--- config.mk ---
export PLATFORM = sky130hd
export DESIGN_NAME = ubsf_core
export DESIGN_NICKNAME = d
export VERILOG_FILES = /design/src/rtl/ubsf_prescaler.v /design/src/rtl/ubsf_noise_filter.v /design/src/rtl/ubsf_core.v
export VERILOG_INCLUDE_DIRS = /design/src /design/src/rtl
export SDC_FILE = /design/constraint.sdc
export NUM_CORES = 1
export LEC_CHECK = 0
export BUFFER_PORTS_ARGS = -buffer_cell sky130_fd_sc_hd__buf_2
export CAP_MARGIN = 15
export CORE_MARGIN = 3
export CORE_UTILIZATION = 45
export CTS_CLUSTER_SIZE = 40
export DETAILED_ROUTE_END_ITERATION = 6
export MAX_ROUTING_LAYER = met4
export PLACE_DENSITY_LB_ADDON = 0.08
export SLEW_MARGIN = 10
export SYNTH_ARGS = -nofsm -noshare
export SYNTH_HDL_FRONTEND = slang
export SYNTH_HIERARCHICAL = 1
export SYNTH_SLANG_ARGS = --single-unit
--- constraint.sdc ---
create_clock -name i_mclk -period 3 [get_ports i_mclk]
set_input_delay 0.15 -clock i_mclk [delete_from_list [all_inputs] [get_ports i_mclk]]
set_output_delay 0.15 -clock i_mclk [all_outputs]
set_load 0.03 [all_outputs]
--- src/rtl/ubsf_consts.vh ---
// Constants for the baud timing and sampling block
`ifndef UBSF_CONSTS_VH
`define UBSF_CONSTS_VH
`define UBSF_TCS_16      3'h0
`define UBSF_TCS_16_17   3'h1
`define UBSF_TCS_15      3'h2
`define UBSF_TCS_15_16   3'h3
`define UBSF_TCS_17      3'h4
`define UBSF_SAMPLE_HI   5'h08
`define UBSF_SAMPLE_MID  5'h07
`define UBSF_SAMPLE_LO   5'h06
`define UBSF_DATA_BITS   4'h8
`define UBSF_NF_OFF      2'h0
`define UBSF_NBASE_W     4
`endif

--- src/rtl/ubsf_prescaler.v ---
// Base clock selection and oversample tick prescaler
`timescale 1ns/10ps
`default_nettype none
module ubsf_prescaler #(
   parameter DIV_W = 8,
   parameter NSEL  = 4
) (
   input  wire             i_mclk,
   input  wire             i_arst_n,
   input  wire [NSEL-1:0]  i_base_ce,
   input  wire [1:0]       i_base_clock_select,
   input  wire [DIV_W-1:0] i_baud_divisor,
   output reg              o_base_ce,
   output reg              o_tick
);
   reg [DIV_W-1:0] cnt_reg;
   wire            ce = i_base_ce[i_base_clock_select];

   // Count divisor+1 base pulses per tick; base pulse delayed to align with tick
   always @(posedge i_mclk or negedge i_arst_n)
   begin
      if (!i_arst_n)
      begin
         cnt_reg   <= {DIV_W{1'b0}};
         o_tick    <= 1'b0;
         o_base_ce <= 1'b0;
      end
      else
      begin
         o_base_ce <= ce;
         o_tick    <= 1'b0;
         if (ce)
         begin
            if (cnt_reg >= i_baud_divisor)
            begin
               cnt_reg <= {DIV_W{1'b0}};
               o_tick  <= 1'b1;
            end
            else
               cnt_reg <= cnt_reg + 1'b1;
         end
      end
   end
endmodule // ubsf_prescaler
`default_nettype wire

--- src/rtl/ubsf_noise_filter.v ---
// Receive input noise filter counted in base clock pulses
`include "ubsf_consts.vh"
`timescale 1ns/10ps
`default_nettype none
module ubsf_noise_filter #(
   parameter DIV_W = 8
) (
   input  wire             i_mclk,
   input  wire             i_arst_n,
   input  wire             i_base_ce,
   input  wire [1:0]       i_rx_noise_filter_select,
   input  wire [DIV_W-1:0] i_baud_divisor,
   input  wire             i_serial_in,
   output reg              o_serial_filt
);
   reg  [DIV_W+3:0] run_reg;
   wire [DIV_W+3:0] unit  = {4'h0, i_baud_divisor} + 1'b1;
   // A level must persist twice the rejection time before it is taken
   wire [DIV_W+3:0] need  = (i_rx_noise_filter_select == 2'h1) ? (unit << 1) :
                            (i_rx_noise_filter_select == 2'h2) ? (unit << 2) : (unit << 3);

   always @(posedge i_mclk or negedge i_arst_n)
   begin
      if (!i_arst_n)
      begin
         run_reg       <= {(DIV_W+4){1'b0}};
         o_serial_filt <= 1'b1;
      end
      else if (i_rx_noise_filter_select == `UBSF_NF_OFF)
      begin
         run_reg       <= {(DIV_W+4){1'b0}};
         o_serial_filt <= i_serial_in;
      end
      else if (i_serial_in == o_serial_filt)
         run_reg <= {(DIV_W+4){1'b0}};   // Glitch ended: restart the count
      else if (i_base_ce)
      begin
         if (run_reg + 1'b1 >= need)
         begin
            o_serial_filt <= i_serial_in;
            run_reg       <= {(DIV_W+4){1'b0}};
         end
         else
            run_reg <= run_reg + 1'b1;
      end
   end
endmodule // ubsf_noise_filter
`default_nettype wire

--- src/rtl/ubsf_core.v ---
// Baud timing, transmit framing and receive sampling core of a serial port
// Operation
// - Each bit lasts 15 to 17 oversample ticks per tick-count select
// - One tick per divisor+1 pulses of the selected base clock
// - Codes 001/011 alternate 16/17 or 15/16, start bit smaller
// - Codes 000/010/100 give fixed 16, 15 or 17 ticks
// - Receiver starts counting on falling edge of serial input
// - Tick counter counts down from ticks-1 to zero per bit
// - Sample at counts 8, 7 and 6 whatever the bit width
// - Bit value is majority of the three samples
// - Start bit voted high abandons reception until next falling edge
// - Filter select 00 off, else reject 1, 2 or 4 units
// - Filtered pulses must last 2, 4 or 8 units to pass
// - Tick pattern applies equally to transmit and receive
// - Frame: low start, eight data, optional parity, one or two stops
// - Parity enable, parity sense and stop count are selectable
`include "ubsf_consts.vh"
`timescale 1ns/10ps
`default_nettype none
module ubsf_core #(
   parameter DIV_W = 8,
   parameter NSEL  = `UBSF_NBASE_W
) (
   input  wire             i_mclk,
   input  wire             i_arst_n,
   input  wire [NSEL-1:0]  i_base_ce,
   input  wire [1:0]       i_base_clock_select,
   input  wire [DIV_W-1:0] i_baud_divisor,
   input  wire [2:0]       i_tick_count_select,
   input  wire [1:0]       i_rx_noise_filter_select,
   input  wire             i_parity_enable,
   input  wire             i_parity_odd,
   input  wire             i_stop_bits_select,
   input  wire             i_rx_enable,
   input  wire             i_tx_enable,
   input  wire             i_tx_start,
   input  wire [7:0]       i_tx_data,
   input  wire             i_serial_in,
   output reg              o_serial_out,
   output reg              o_tx_busy,
   output reg              o_tx_done,
   output reg              o_rx_busy,
   output reg              o_rx_bit_valid,
   output reg              o_rx_bit,
   output reg              o_rx_done,
   output reg [7:0]        o_rx_data,
   output reg              o_rx_parity_err,
   output reg              o_rx_frame_err,
   output reg              o_rx_start_abort
);
   // Both directions use the same two-state encoding
   localparam ST_IDLE = 2'h0;
   localparam ST_RUN  = 2'h1;

   // Tick enable, delayed base pulse and filtered line
   wire tick;
   wire base_ce;
   wire rx_filt;

   // Tick enable from the selected base clock; it runs free, frames do not re-phase it
   ubsf_prescaler #(.DIV_W(DIV_W), .NSEL(NSEL)) u_presc (
      .i_mclk              (i_mclk),
      .i_arst_n            (i_arst_n),
      .i_base_ce           (i_base_ce),
      .i_base_clock_select (i_base_clock_select),
      .i_baud_divisor      (i_baud_divisor),
      .o_base_ce           (base_ce),
      .o_tick              (tick)
   );

   // Filter output feeds every receive decision, so unless select is 00 glitches never reach the voter
   ubsf_noise_filter #(.DIV_W(DIV_W)) u_filt (
      .i_mclk                   (i_mclk),
      .i_arst_n                 (i_arst_n),
      .i_base_ce                (base_ce),
      .i_rx_noise_filter_select (i_rx_noise_filter_select),
      .i_baud_divisor           (i_baud_divisor),
      .i_serial_in              (i_serial_in),
      .o_serial_filt            (rx_filt)
   );

   // Last count (ticks-1) of a bit; odd index gets the longer of an alternating pair
   function [4:0] last_cnt;
      input [2:0] sel;
      input       odd;
      begin
         case (sel)
            `UBSF_TCS_16:    last_cnt = 5'h0f;
            `UBSF_TCS_16_17: last_cnt = odd ? 5'h10 : 5'h0f;
            `UBSF_TCS_15:    last_cnt = 5'h0e;
            `UBSF_TCS_15_16: last_cnt = odd ? 5'h0f : 5'h0e;
            `UBSF_TCS_17:    last_cnt = 5'h10;
            default:         last_cnt = 5'h0f;
         endcase
      end
   endfunction

   // Frame length in bits: start + data + parity + stops
   wire [3:0] frame_bits = 4'h1 + `UBSF_DATA_BITS + {3'h0, i_parity_enable}
                           + {3'h0, i_stop_bits_select} + 4'h1;
   // Index of the last stop bit; both directions end on it
   wire [3:0] last_idx   = frame_bits - 4'h1;

   // Transmit state, bit count, bit index and remaining bits
   reg [1:0]  tx_st_reg;
   reg [4:0]  tx_cnt_reg;
   reg [3:0]  tx_idx_reg;
   reg [11:0] tx_sh_reg;
   wire       tx_par  = ^i_tx_data ^ i_parity_odd;
   // Last stop bit in flight; compared with >= so a mid-frame format change cannot run past it
   wire       tx_last = (tx_idx_reg >= last_idx);

   // Shift register holds the remaining bits; stop bits fill from the top
   always @(posedge i_mclk or negedge i_arst_n)
   begin
      if (!i_arst_n)
      begin
         tx_st_reg    <= ST_IDLE;
         tx_cnt_reg   <= 5'h00;
         tx_idx_reg   <= 4'h0;
         tx_sh_reg    <= 12'hfff;
         o_serial_out <= 1'b1;
         o_tx_busy    <= 1'b0;
         o_tx_done    <= 1'b0;
      end
      else
      begin
         o_tx_done <= 1'b0;
         case (tx_st_reg)
            ST_IDLE:
            begin
               // Line idles high; a request launches the start bit at once
               o_serial_out <= 1'b1;
               if (i_tx_enable && i_tx_start)
               begin
                  tx_st_reg    <= ST_RUN;
                  o_tx_busy    <= 1'b1;
                  tx_idx_reg   <= 4'h0;
                  tx_cnt_reg   <= last_cnt(i_tick_count_select, 1'b0);
                  o_serial_out <= 1'b0;
                  tx_sh_reg    <= i_parity_enable ? {2'h3, tx_par, i_tx_data, 1'b0}
                                                  : {3'h7, i_tx_data, 1'b0};
               end
            end
            ST_RUN:
            begin
               if (tick)
               begin
                  // Count down; the line moves only on the tick that finds zero
                  if (tx_cnt_reg != 5'h00)
                     tx_cnt_reg <= tx_cnt_reg - 1'b1;
                  else if (tx_last)
                  begin
                     tx_st_reg    <= ST_IDLE;
                     o_tx_busy    <= 1'b0;
                     o_tx_done    <= 1'b1;
                     o_serial_out <= 1'b1;
                  end
                  else
                  begin
                     // Next bit takes the other width of an alternating pair
                     tx_idx_reg   <= tx_idx_reg + 1'b1;
                     tx_cnt_reg   <= last_cnt(i_tick_count_select, ~tx_idx_reg[0]);
                     tx_sh_reg    <= {1'b1, tx_sh_reg[11:1]};
                     o_serial_out <= tx_sh_reg[1];
                  end
               end
            end
            default:
               tx_st_reg <= ST_IDLE;
         endcase
      end
   end

   // Receive state, counters, vote samples, edge history and frame accumulators
   reg [1:0] rx_st_reg;
   reg [4:0] rx_cnt_reg;
   reg [3:0] rx_idx_reg;
   reg [1:0] smp_reg;
   reg       rx_prev_reg;
   reg [7:0] rx_sh_reg;
   reg       rx_par_reg;
   reg       rx_ferr_reg;
   wire      fall = rx_prev_reg & ~rx_filt;
   // Majority of two stored samples and the current one
   wire      vote = (smp_reg[0] & smp_reg[1]) | (rx_filt & (smp_reg[0] | smp_reg[1]));
   // Position of the bit in flight within the frame
   wire      at_start = (rx_idx_reg == 4'h0);
   wire      at_data  = !at_start && (rx_idx_reg <= `UBSF_DATA_BITS);
   wire      at_par   = i_parity_enable && (rx_idx_reg == 4'h9);
   wire      at_stop  = (rx_idx_reg > `UBSF_DATA_BITS) && !at_par;
   wire      at_last  = at_stop && (rx_idx_reg >= last_idx);

   // Receive sequencer; a start edge is seen up to one tick late as ticks run free
   always @(posedge i_mclk or negedge i_arst_n)
   begin
      if (!i_arst_n)
      begin
         rx_st_reg        <= ST_IDLE;
         rx_cnt_reg       <= 5'h00;
         rx_idx_reg       <= 4'h0;
         smp_reg          <= 2'h3;
         rx_prev_reg      <= 1'b1;
         rx_sh_reg        <= 8'h00;
         rx_par_reg       <= 1'b0;
         rx_ferr_reg      <= 1'b0;
         o_rx_busy        <= 1'b0;
         o_rx_bit_valid   <= 1'b0;
         o_rx_bit         <= 1'b1;
         o_rx_done        <= 1'b0;
         o_rx_data        <= 8'h00;
         o_rx_parity_err  <= 1'b0;
         o_rx_frame_err   <= 1'b0;
         o_rx_start_abort <= 1'b0;
      end
      else
      begin
         rx_prev_reg      <= rx_filt;
         o_rx_bit_valid   <= 1'b0;
         o_rx_done        <= 1'b0;
         o_rx_start_abort <= 1'b0;
         case (rx_st_reg)
            ST_IDLE:
            begin
               // Wait for a falling edge of the filtered line
               if (i_rx_enable && fall)
               begin
                  rx_st_reg   <= ST_RUN;
                  o_rx_busy   <= 1'b1;
                  rx_idx_reg  <= 4'h0;
                  rx_cnt_reg  <= last_cnt(i_tick_count_select, 1'b0);
                  rx_par_reg  <= i_parity_odd;
                  rx_ferr_reg <= 1'b0;
               end
            end
            ST_RUN:
            begin
               // Disabling the receiver drops a frame at once
               if (!i_rx_enable)
               begin
                  rx_st_reg <= ST_IDLE;
                  o_rx_busy <= 1'b0;
               end
               else if (tick)
               begin
                  // Fixed window at counts 8..6 regardless of bit width
                  if (rx_cnt_reg == `UBSF_SAMPLE_HI)
                     smp_reg[0] <= rx_filt;
                  if (rx_cnt_reg == `UBSF_SAMPLE_MID)
                     smp_reg[1] <= rx_filt;
                  if (rx_cnt_reg == `UBSF_SAMPLE_LO)
                  begin
                     o_rx_bit_valid <= 1'b1;
                     o_rx_bit       <= vote;
                     // Route the vote by the position of the bit
                     if (at_start && vote)
                     begin
                        rx_st_reg        <= ST_IDLE;
                        o_rx_busy        <= 1'b0;
                        o_rx_start_abort <= 1'b1;
                     end
                     else if (at_data)
                     begin
                        rx_sh_reg  <= {vote, rx_sh_reg[7:1]};
                        rx_par_reg <= rx_par_reg ^ vote;
                     end
                     else if (at_par)
                        rx_par_reg <= rx_par_reg ^ vote;
                     else if (at_stop && !vote)
                        rx_ferr_reg <= 1'b1;
                     // Last stop bit is voted: finish now so a new start is not missed
                     if (at_last)
                     begin
                        rx_st_reg       <= ST_IDLE;
                        o_rx_busy       <= 1'b0;
                        o_rx_done       <= 1'b1;
                        o_rx_data       <= rx_sh_reg;
                        o_rx_parity_err <= i_parity_enable & rx_par_reg;
                        o_rx_frame_err  <= rx_ferr_reg | ~vote;
                     end
                  end
                  // Count down; at zero the next bit starts with its own width
                  if (rx_cnt_reg != 5'h00)
                     rx_cnt_reg <= rx_cnt_reg - 1'b1;
                  else
                  begin
                     rx_idx_reg <= rx_idx_reg + 1'b1;
                     rx_cnt_reg <= last_cnt(i_tick_count_select, ~rx_idx_reg[0]);
                  end
               end
            end
            default:
               rx_st_reg <= ST_IDLE;
         endcase
      end
   end
endmodule // ubsf_core
`default_nettype wire

==> flow_summary.toml, run 1 <==
[critical_path]
start_kind = "flop"
path_class = "reg2reg"
crit_path_end_kind = "flop"
worst_path_most_repeated_cell = "ha_1"
reg2reg_from = "u_filt/run_reg[0]$_DFFE_PN0P_"
path_max_fanout = 11
worst_path_max_delay_cell = "dfrtp_1"
cpPeakStageDelay_ps = 420
r2r_slack_ps = 480
crit_required_ps = 3260
reg2reg_depth = 11
arrival_ps = 2790
r2r-end = "u_filt/run_reg[1]$_DFFE_PN0P_"
path_cells = "ha_1, nand4_1, nor3_2, xor2_1, ha_1, nand2_1, o221ai_1, a21oi_1, buf_4, nand3_1, o21ai_1"

[worst_hold_path]
min_path_type = "in2async"

[synthesis]
synth_flop_cell = "dfrtp_1"
async_flop_share_pct = 100
synth_edf_count = 0
syn_inst = 554
synth_fp_nets = 626
synth_seq_cells = 81
yosys_warnings = 6
seq_area_frac_synth_pct = 38.1
yosysUniqueCellTypes = 73
syn_area_mm2 = 0.00537
syn_area_per_cell_um2 = 9.69

[global_route]
antenna_found_initial = 0
track_usage_pct = 18.5
grt_pass1_wl_um = 19300
busiest_layer = "met2"
grt_use_met2_pct = 29.4
grt_overflow = 0
grt_pass1_vias = 4112
use_met1_pct = 23.8
use_met3_pct = 4.32
grt_max_degree = 82

[timing]
holdWs_ps = -14.6
skew_ps = 7.26
setup_slack_ps = 478
slew_violations = 0
tightest_slew_ps = 1030
fin_crit_sh_pct = 84.1
setup_tns_ps = 0
finalHoldViolations = 4
slew_headroom_pct = 31.0
min_period_ps = 2520
finalSetupViolCount = 0
rsz0062_at_grt = "no"
max_freq_mhz = 396

[placement]
dp_slack_ps = 367
placed_area_mm2 = 0.00576
placed_cells = 740
dpl.hpwl_um = 8120
gp_congestion = 0.844
port-buffer-count = 53

[route]
first_iter_violations = 218
wl_per_cell_um = 14.6
wl_um = 11000
via_per_inst = 5.53
firstDrtPassIters = 5
ant_nets = 0
drcViolationCount = 0
via_count = 4178

[floorplanning]
fp.dieArea_mm2 = 0.0133
row_count = 39
dieHeight_um = 115
floorplan.initialDensity_pct = 46.6
dieWidth_um = 115
core-area_mm2 = 0.0115
ios = 54

[final_layout]
fin_nets = 680
layout-drive-gt1-share_pct = 24.6
mostFrequentLayoutCells = "66 x dfrtp_1, 58 x nand2_1, 52 x buf_2"
area_delta_synth_final_pct = 12.8
finalInstanceArea_mm2 = 0.00606
layout_commonest_cell = "dfrtp_1"
antennaDiodeCount = 0
final_cells = 756
largest_register_ffs = 12

[power_and_ir_drop]
seqPwrFrac_pct = 41.2
power_leakage_nw = 2.86
clockPowerShare_pct = 27.5
p_switching_w = 0.00140
p_int_w = 0.00261
switching_share_pct = 34.8
power.share.combinational_pct = 31.3
cellPowerDensity_mw_per_mm2 = 662
ir_drop_mv = 0.364

[cts]
cts_tree = "yes"
cts-htree-levels = 3
cts_buffer_depth = 2
path_clk_slew_ps = 60
cts_sinks = 81
insertion_delay_ps = 340
cts-hold-fix-buffers = 0
post_cts_resized = 0
cts_root_buffer = "clkbuf_16"
cts_inserted_buffers = 9
post_cts_buffers = 0

[flow_run]
cap_violations = 0

[status]
violations = "negative hold slack"
status = "finished, violations left"
-- cell type report --
| type | instances | area, um2 |
|---|---|---|
| tap | 143 | 179 |
| fill | 1066 | 5460 |
| sequential | 81 | 2050 |
| clock buffer | 10 | 229 |
| clock inverter | 6 | 67.6 |
| multi-input combinational | 420 | 3070 |
| timing repair buffer | 62 | 335 |
| inverter | 34 | 130 |
-- synthesized netlist by cell type (4+ instances only) --
master / count / area share [%]
a211oi_1: 13 / 1.8
a21o_1: 7 / 0.98
a21oi_1: 26 / 2.4
a22oi_1: 8 / 1.1
a41o_1: 4 / 0.75
and2_1: 9 / 1.0
buf_2: 6 / 0.56
clkbuf_1: 7 / 0.49
dfrtp_1: 66 / 31
dfstp_2: 15 / 7.3
ha_1: 36 / 8.4
inv_1: 33 / 2.3
mux2_2: 31 / 6.5
mux2_4: 6 / 1.7
mux2i_1: 5 / 0.93
nand2_1: 58 / 4.1
nand2b_1: 6 / 0.70
nand3_1: 16 / 1.5
nand4_1: 15 / 1.7
nor2_1: 38 / 2.7
nor2b_1: 7 / 0.82
nor3_1: 10 / 0.93
o21a_1: 4 / 0.56
o21ai_0: 19 / 1.8
o21ai_1: 5 / 0.47
o31ai_1: 4 / 0.56
xnor2_1: 17 / 2.8
xor2_1: 12 / 2.0
-- cell families after synthesis --
kind of cell | count (synthesis) | synth area share, %
and+or+nand+nor | 188 | 18.3
AOI/OAI and AO/OA | 121 | 15.7
DFF | 81 | 38.1
buffers and inverters | 53 | 4.69
muxes | 43 | 9.32
adders and majority gates | 37 | 8.58
xor gates and xnor gates | 31 | 5.34
-- power groups by stage --
stage	Sequential [W]	Combinational, W	Clock, W
after CTS	0.00165	0.00127	0.00114
after global routing	0.00170	0.00144	0.00118
after detailed placement	0.00167	0.00126	0
after floorplan	0.00162	0.000973	0
after global placement	0.00166	0.00123	0
final	0.00165	0.00126	0.00110
-- worst max-delay path by stage --
stage	startpoint	endpoint	slack [ps]	depth (start not counted)
after floorplan	u_filt/run_reg[0]$_DFFE_PN0P_	u_filt/o_serial_filt$_DFFE_PN1P_	720	10
after global placement	i_baud_divisor[0]	u_filt/o_serial_filt$_DFFE_PN1P_	480	13
after detailed placement	i_baud_divisor[0]	u_filt/o_serial_filt$_DFFE_PN1P_	370	13
after CTS	u_filt/run_reg[0]$_DFFE_PN0P_	u_filt/run_reg[1]$_DFFE_PN0P_	490	11
after global routing	u_filt/run_reg[0]$_DFFE_PN0P_	u_filt/o_serial_filt$_DFFE_PN1P_	230	10
final	u_filt/run_reg[0]$_DFFE_PN0P_	u_filt/run_reg[1]$_DFFE_PN0P_	480	11
-- critical path, delay by kind of cell, from the launching register on --
kind / cells / cell delay [ps]
XOR/XNOR: 1 / 220
AO/OA/AOI/OAI: 3 / 460
adder cells (fa/ha/maj): 2 / 510
buffers and inverters: 1 / 230
flip-flops: 1 / 420
AND/OR/NAND/NOR: 4 / 590
-- layer usage --
metal | part of all wire (%) | wire [um] | vias up
li1 | - | - | 2110
met2 | 47 | 5200 | 75
met4 | 0.86 | 95 | 0
met1 | 49 | 5390 | 1985
met3 | 3.2 | 353 | 8
met5 | 0 | 0 | -
-- per-stage QoR --
stage | hold WS, ps | total power [W] | utilization [%]
after floorplan | -146 | 0.00259 | -
after global placement | 397 | 0.00289 | 50.0
final | -14.6 | 0.00401 | 52.6
after global routing | 71.4 | 0.00432 | 52.6
after CTS | 41.8 | 0.00406 | 52.6
after detailed placement | 412 | 0.00293 | 50.0
Power figures use the tool's default switching activity.
==> inputs of run 2 (changes only) <==
--- a/config.mk
+++ b/config.mk
@@ -6,6 +6,7 @@
 export SDC_FILE = /design/constraint.sdc
 export NUM_CORES = 1
 export LEC_CHECK = 0
+export ABC_AREA = 1
 export BUFFER_PORTS_ARGS = -buffer_cell sky130_fd_sc_hd__buf_2
 export CAP_MARGIN = 15
 export CORE_MARGIN = 3
==> constraint.sdc (replaced) <==
create_clock -name i_mclk -period 2.64 [get_ports i_mclk]
set_input_delay 0.132 -clock i_mclk [delete_from_list [all_inputs] [get_ports i_mclk]]
set_output_delay 0.132 -clock i_mclk [all_outputs]
set_load 0.03 [all_outputs]
==> flow_summary.toml, run 2 <==
[status]
status = "finished, violations left"
violations = "negative hold slack"

[critical_path]
path_max_fanout = 12
crit_required_ps = 2870
crit_path_end_kind = "flop"
arrival_ps = 2550
path_class = "reg2reg"
start_kind = "flop"

[final_layout]
multi_input_area_mm2 = 0.00308
fin_nets = 928
layout-drive-gt1-share_pct = 16.5
antennaDiodeCount = 0
mostFrequentLayoutCells = "294 x nand2_1, 109 x inv_1, 66 x dfrtp_1"
largest_register_ffs = 12
layout_commonest_cell = "nand2_1"
final.fill_count = 1219
fin_util_pct = 52.5
seqCellArea_mm2 = 0.00205
finalInstanceArea_mm2 = 0.00639
area_delta_synth_final_pct = 12.3

[flow_run]
cap_violations = 0

[timing]
min_period_ps = 2310
tightest_slew_ps = 996
finalSetupViolCount = 0
holdWs_ps = -46.7
fin_crit_sh_pct = 87.7
setup_tns_ps = 0
slew_headroom_pct = 33.6
finalHoldViolations = 65
skew_ps = 4.98
rsz0062_at_grt = "no"
slew_violations = 0
max_freq_mhz = 432

[floorplanning]
dieHeight_um = 118
fp.dieArea_mm2 = 0.0140
dieWidth_um = 118
row_count = 40
core-area_mm2 = 0.0122
floorplan.initialDensity_pct = 46.7
ios = 54

[synthesis]
synth_area_leaders = "dfrtp_1 29%, nand2_1 19%, ha_1 7.9%"
syn_inst = 800
seq_area_frac_synth_pct = 36.0
async_flop_share_pct = 100
syn_area_per_cell_um2 = 7.11
synth_common_cells = "294 x nand2_1, 109 x inv_1, 66 x dfrtp_1"
synth_most_common_cell = "nand2_1"
synth_edf_count = 0
syn_area_mm2 = 0.00569
yosys_warnings = 6
synth_flop_cell = "dfrtp_1"
yosysTopAreaCellShare_pct = 29.0
synth_top_area_cell = "dfrtp_1"
synth_seq_cells = 81
synth_fp_nets = 872
yosysUniqueCellTypes = 44

[cts]
cts_tree = "yes"
insertion_delay_ps = 340
post_cts_resized = 0
post_cts_buffers = 0
cts_buffer_depth = 2
cts_root_buffer = "clkbuf_16"
path_clk_slew_ps = 60
cts-hold-fix-buffers = 0
cts-htree-levels = 3
cts_sinks = 81
cts_inserted_buffers = 9

[power_and_ir_drop]
power.share.combinational_pct = 32.8
switching_share_pct = 37.6
ir_drop_mv = 0.344
p_switching_w = 0.00171
clockPowerShare_pct = 27.9
cellPowerDensity_mw_per_mm2 = 714
seqPwrFrac_pct = 39.4
p_int_w = 0.00285
power_leakage_nw = 3.55
p_total_w = 0.00456

[global_route]
use_met1_pct = 22.2
grt_pass1_wl_um = 19900
track_usage_pct = 17.5
grt_overflow = 0
grt_pass1_vias = 4425
use_met3_pct = 4.35
antenna_found_initial = 0
grt_use_met2_pct = 28.3
busiest_layer = "met2"
grt_max_degree = 80

[route]
via_per_inst = 4.78
firstDrtPassIters = 4
first_iter_violations = 263
wl_um = 11800
wl_per_cell_um = 11.5
via_count = 4923
ant_nets = 0
drcViolationCount = 0

[worst_hold_path]
min_path_type = "in2async"

[placement]
gp_congestion = 0.882
port-buffer-count = 53
dpl.hpwl_um = 8940
placed_area_mm2 = 0.00609
-- run 2: per-stage QoR --
stage	cells	setup slack (ps)
2_1_floorplan	800	610
3_3_place_gp	1013	354
3_5_place_dp	1013	285
4_1_cts	1029	323
5_1_grt	1029	107
6_report	1029	326
-- run 2: worst max-delay path: stages (launching register included) --
cell	delay, ps
dfrtp_1	410
ha_1	300
nand4_1	180
inv_1	100
nand2_1	50
nand2_1	60
inv_1	50
ha_1	270
nand2_1	60
nor2_1	140
nand2_1	80
a21oi_1	140
nor2_2	50
buf_4	170
nand3_1	70
nand2_1	60
-- run 2: final cells by class --
cell class / instances / share of cell area [%]
Tap cell: 168 / 3.29
Sequential cell: 81 / 32.0
Multi-Input combinational cell: 587 / 48.2
Timing Repair Buffer: 58 / 4.78
Clock inverter: 5 / 0.842
Clock buffer: 11 / 3.80
Inverter: 119 / 7.07
-- run 2: power by group through the flow --
| stage | logic (W) | clock network [W] | registers [W] |
|---|---|---|---|
| floorplan | 0.00118 | 0 | 0.00177 |
| global placement | 0.00145 | 0 | 0.00181 |
| detailed placement | 0.00150 | 0 | 0.00181 |
| CTS | 0.00150 | 0.00132 | 0.00179 |
| global route | 0.00175 | 0.00138 | 0.00183 |
| finish | 0.00149 | 0.00127 | 0.00179 |
-- run 2: cells by family (layout without fill, tap and decap cells) --
| kind of cell | count (synthesis) | after routing | synth area share, % |
|---|---|---|---|
| compound gates | 89 | 89 | 9.68 |
| xor+xnor | 17 | 17 | 2.75 |
| fa+ha+maj | 36 | 36 | 7.92 |
| buf+inv | 132 | 193 | 9.90 |
| flops | 81 | 81 | 36.0 |
| simple gates | 445 | 445 | 33.8 |
-- run 2: final timing paths --
kind                                                  start                               end  slack, ps  depth (start not counted)
hold / removal                                     i_arst_n               o_rx_done$_DFF_PN0_        -50                          1
min in group i_mclk                             i_serial_in  u_filt/o_serial_filt$_DFFE_PN1P_         30                          3
hold reg to reg            u_filt/o_serial_filt$_DFFE_PN1P_             rx_prev_reg$_DFF_PN1_        410                          0
max in group asynchronous                          i_arst_n             rx_prev_reg$_DFF_PN1_       1960                          2
setup reg to reg              u_filt/run_reg[0]$_DFFE_PN0P_     u_filt/run_reg[9]$_DFFE_PN0P_        330                         15
setup / recovery              u_filt/run_reg[0]$_DFFE_PN0P_     u_filt/run_reg[9]$_DFFE_PN0P_        330                         15
-- run 2: layer usage --
layer / vias up / part of all wire (%) / routed length, um
li1: 2629 / - / -
met1: 2207 / 48 / 5600
met2: 80 / 48 / 5610
met3: 7 / 4.0 / 471
met4: 0 / 0.98 / 116
met5: - / 0 / 0
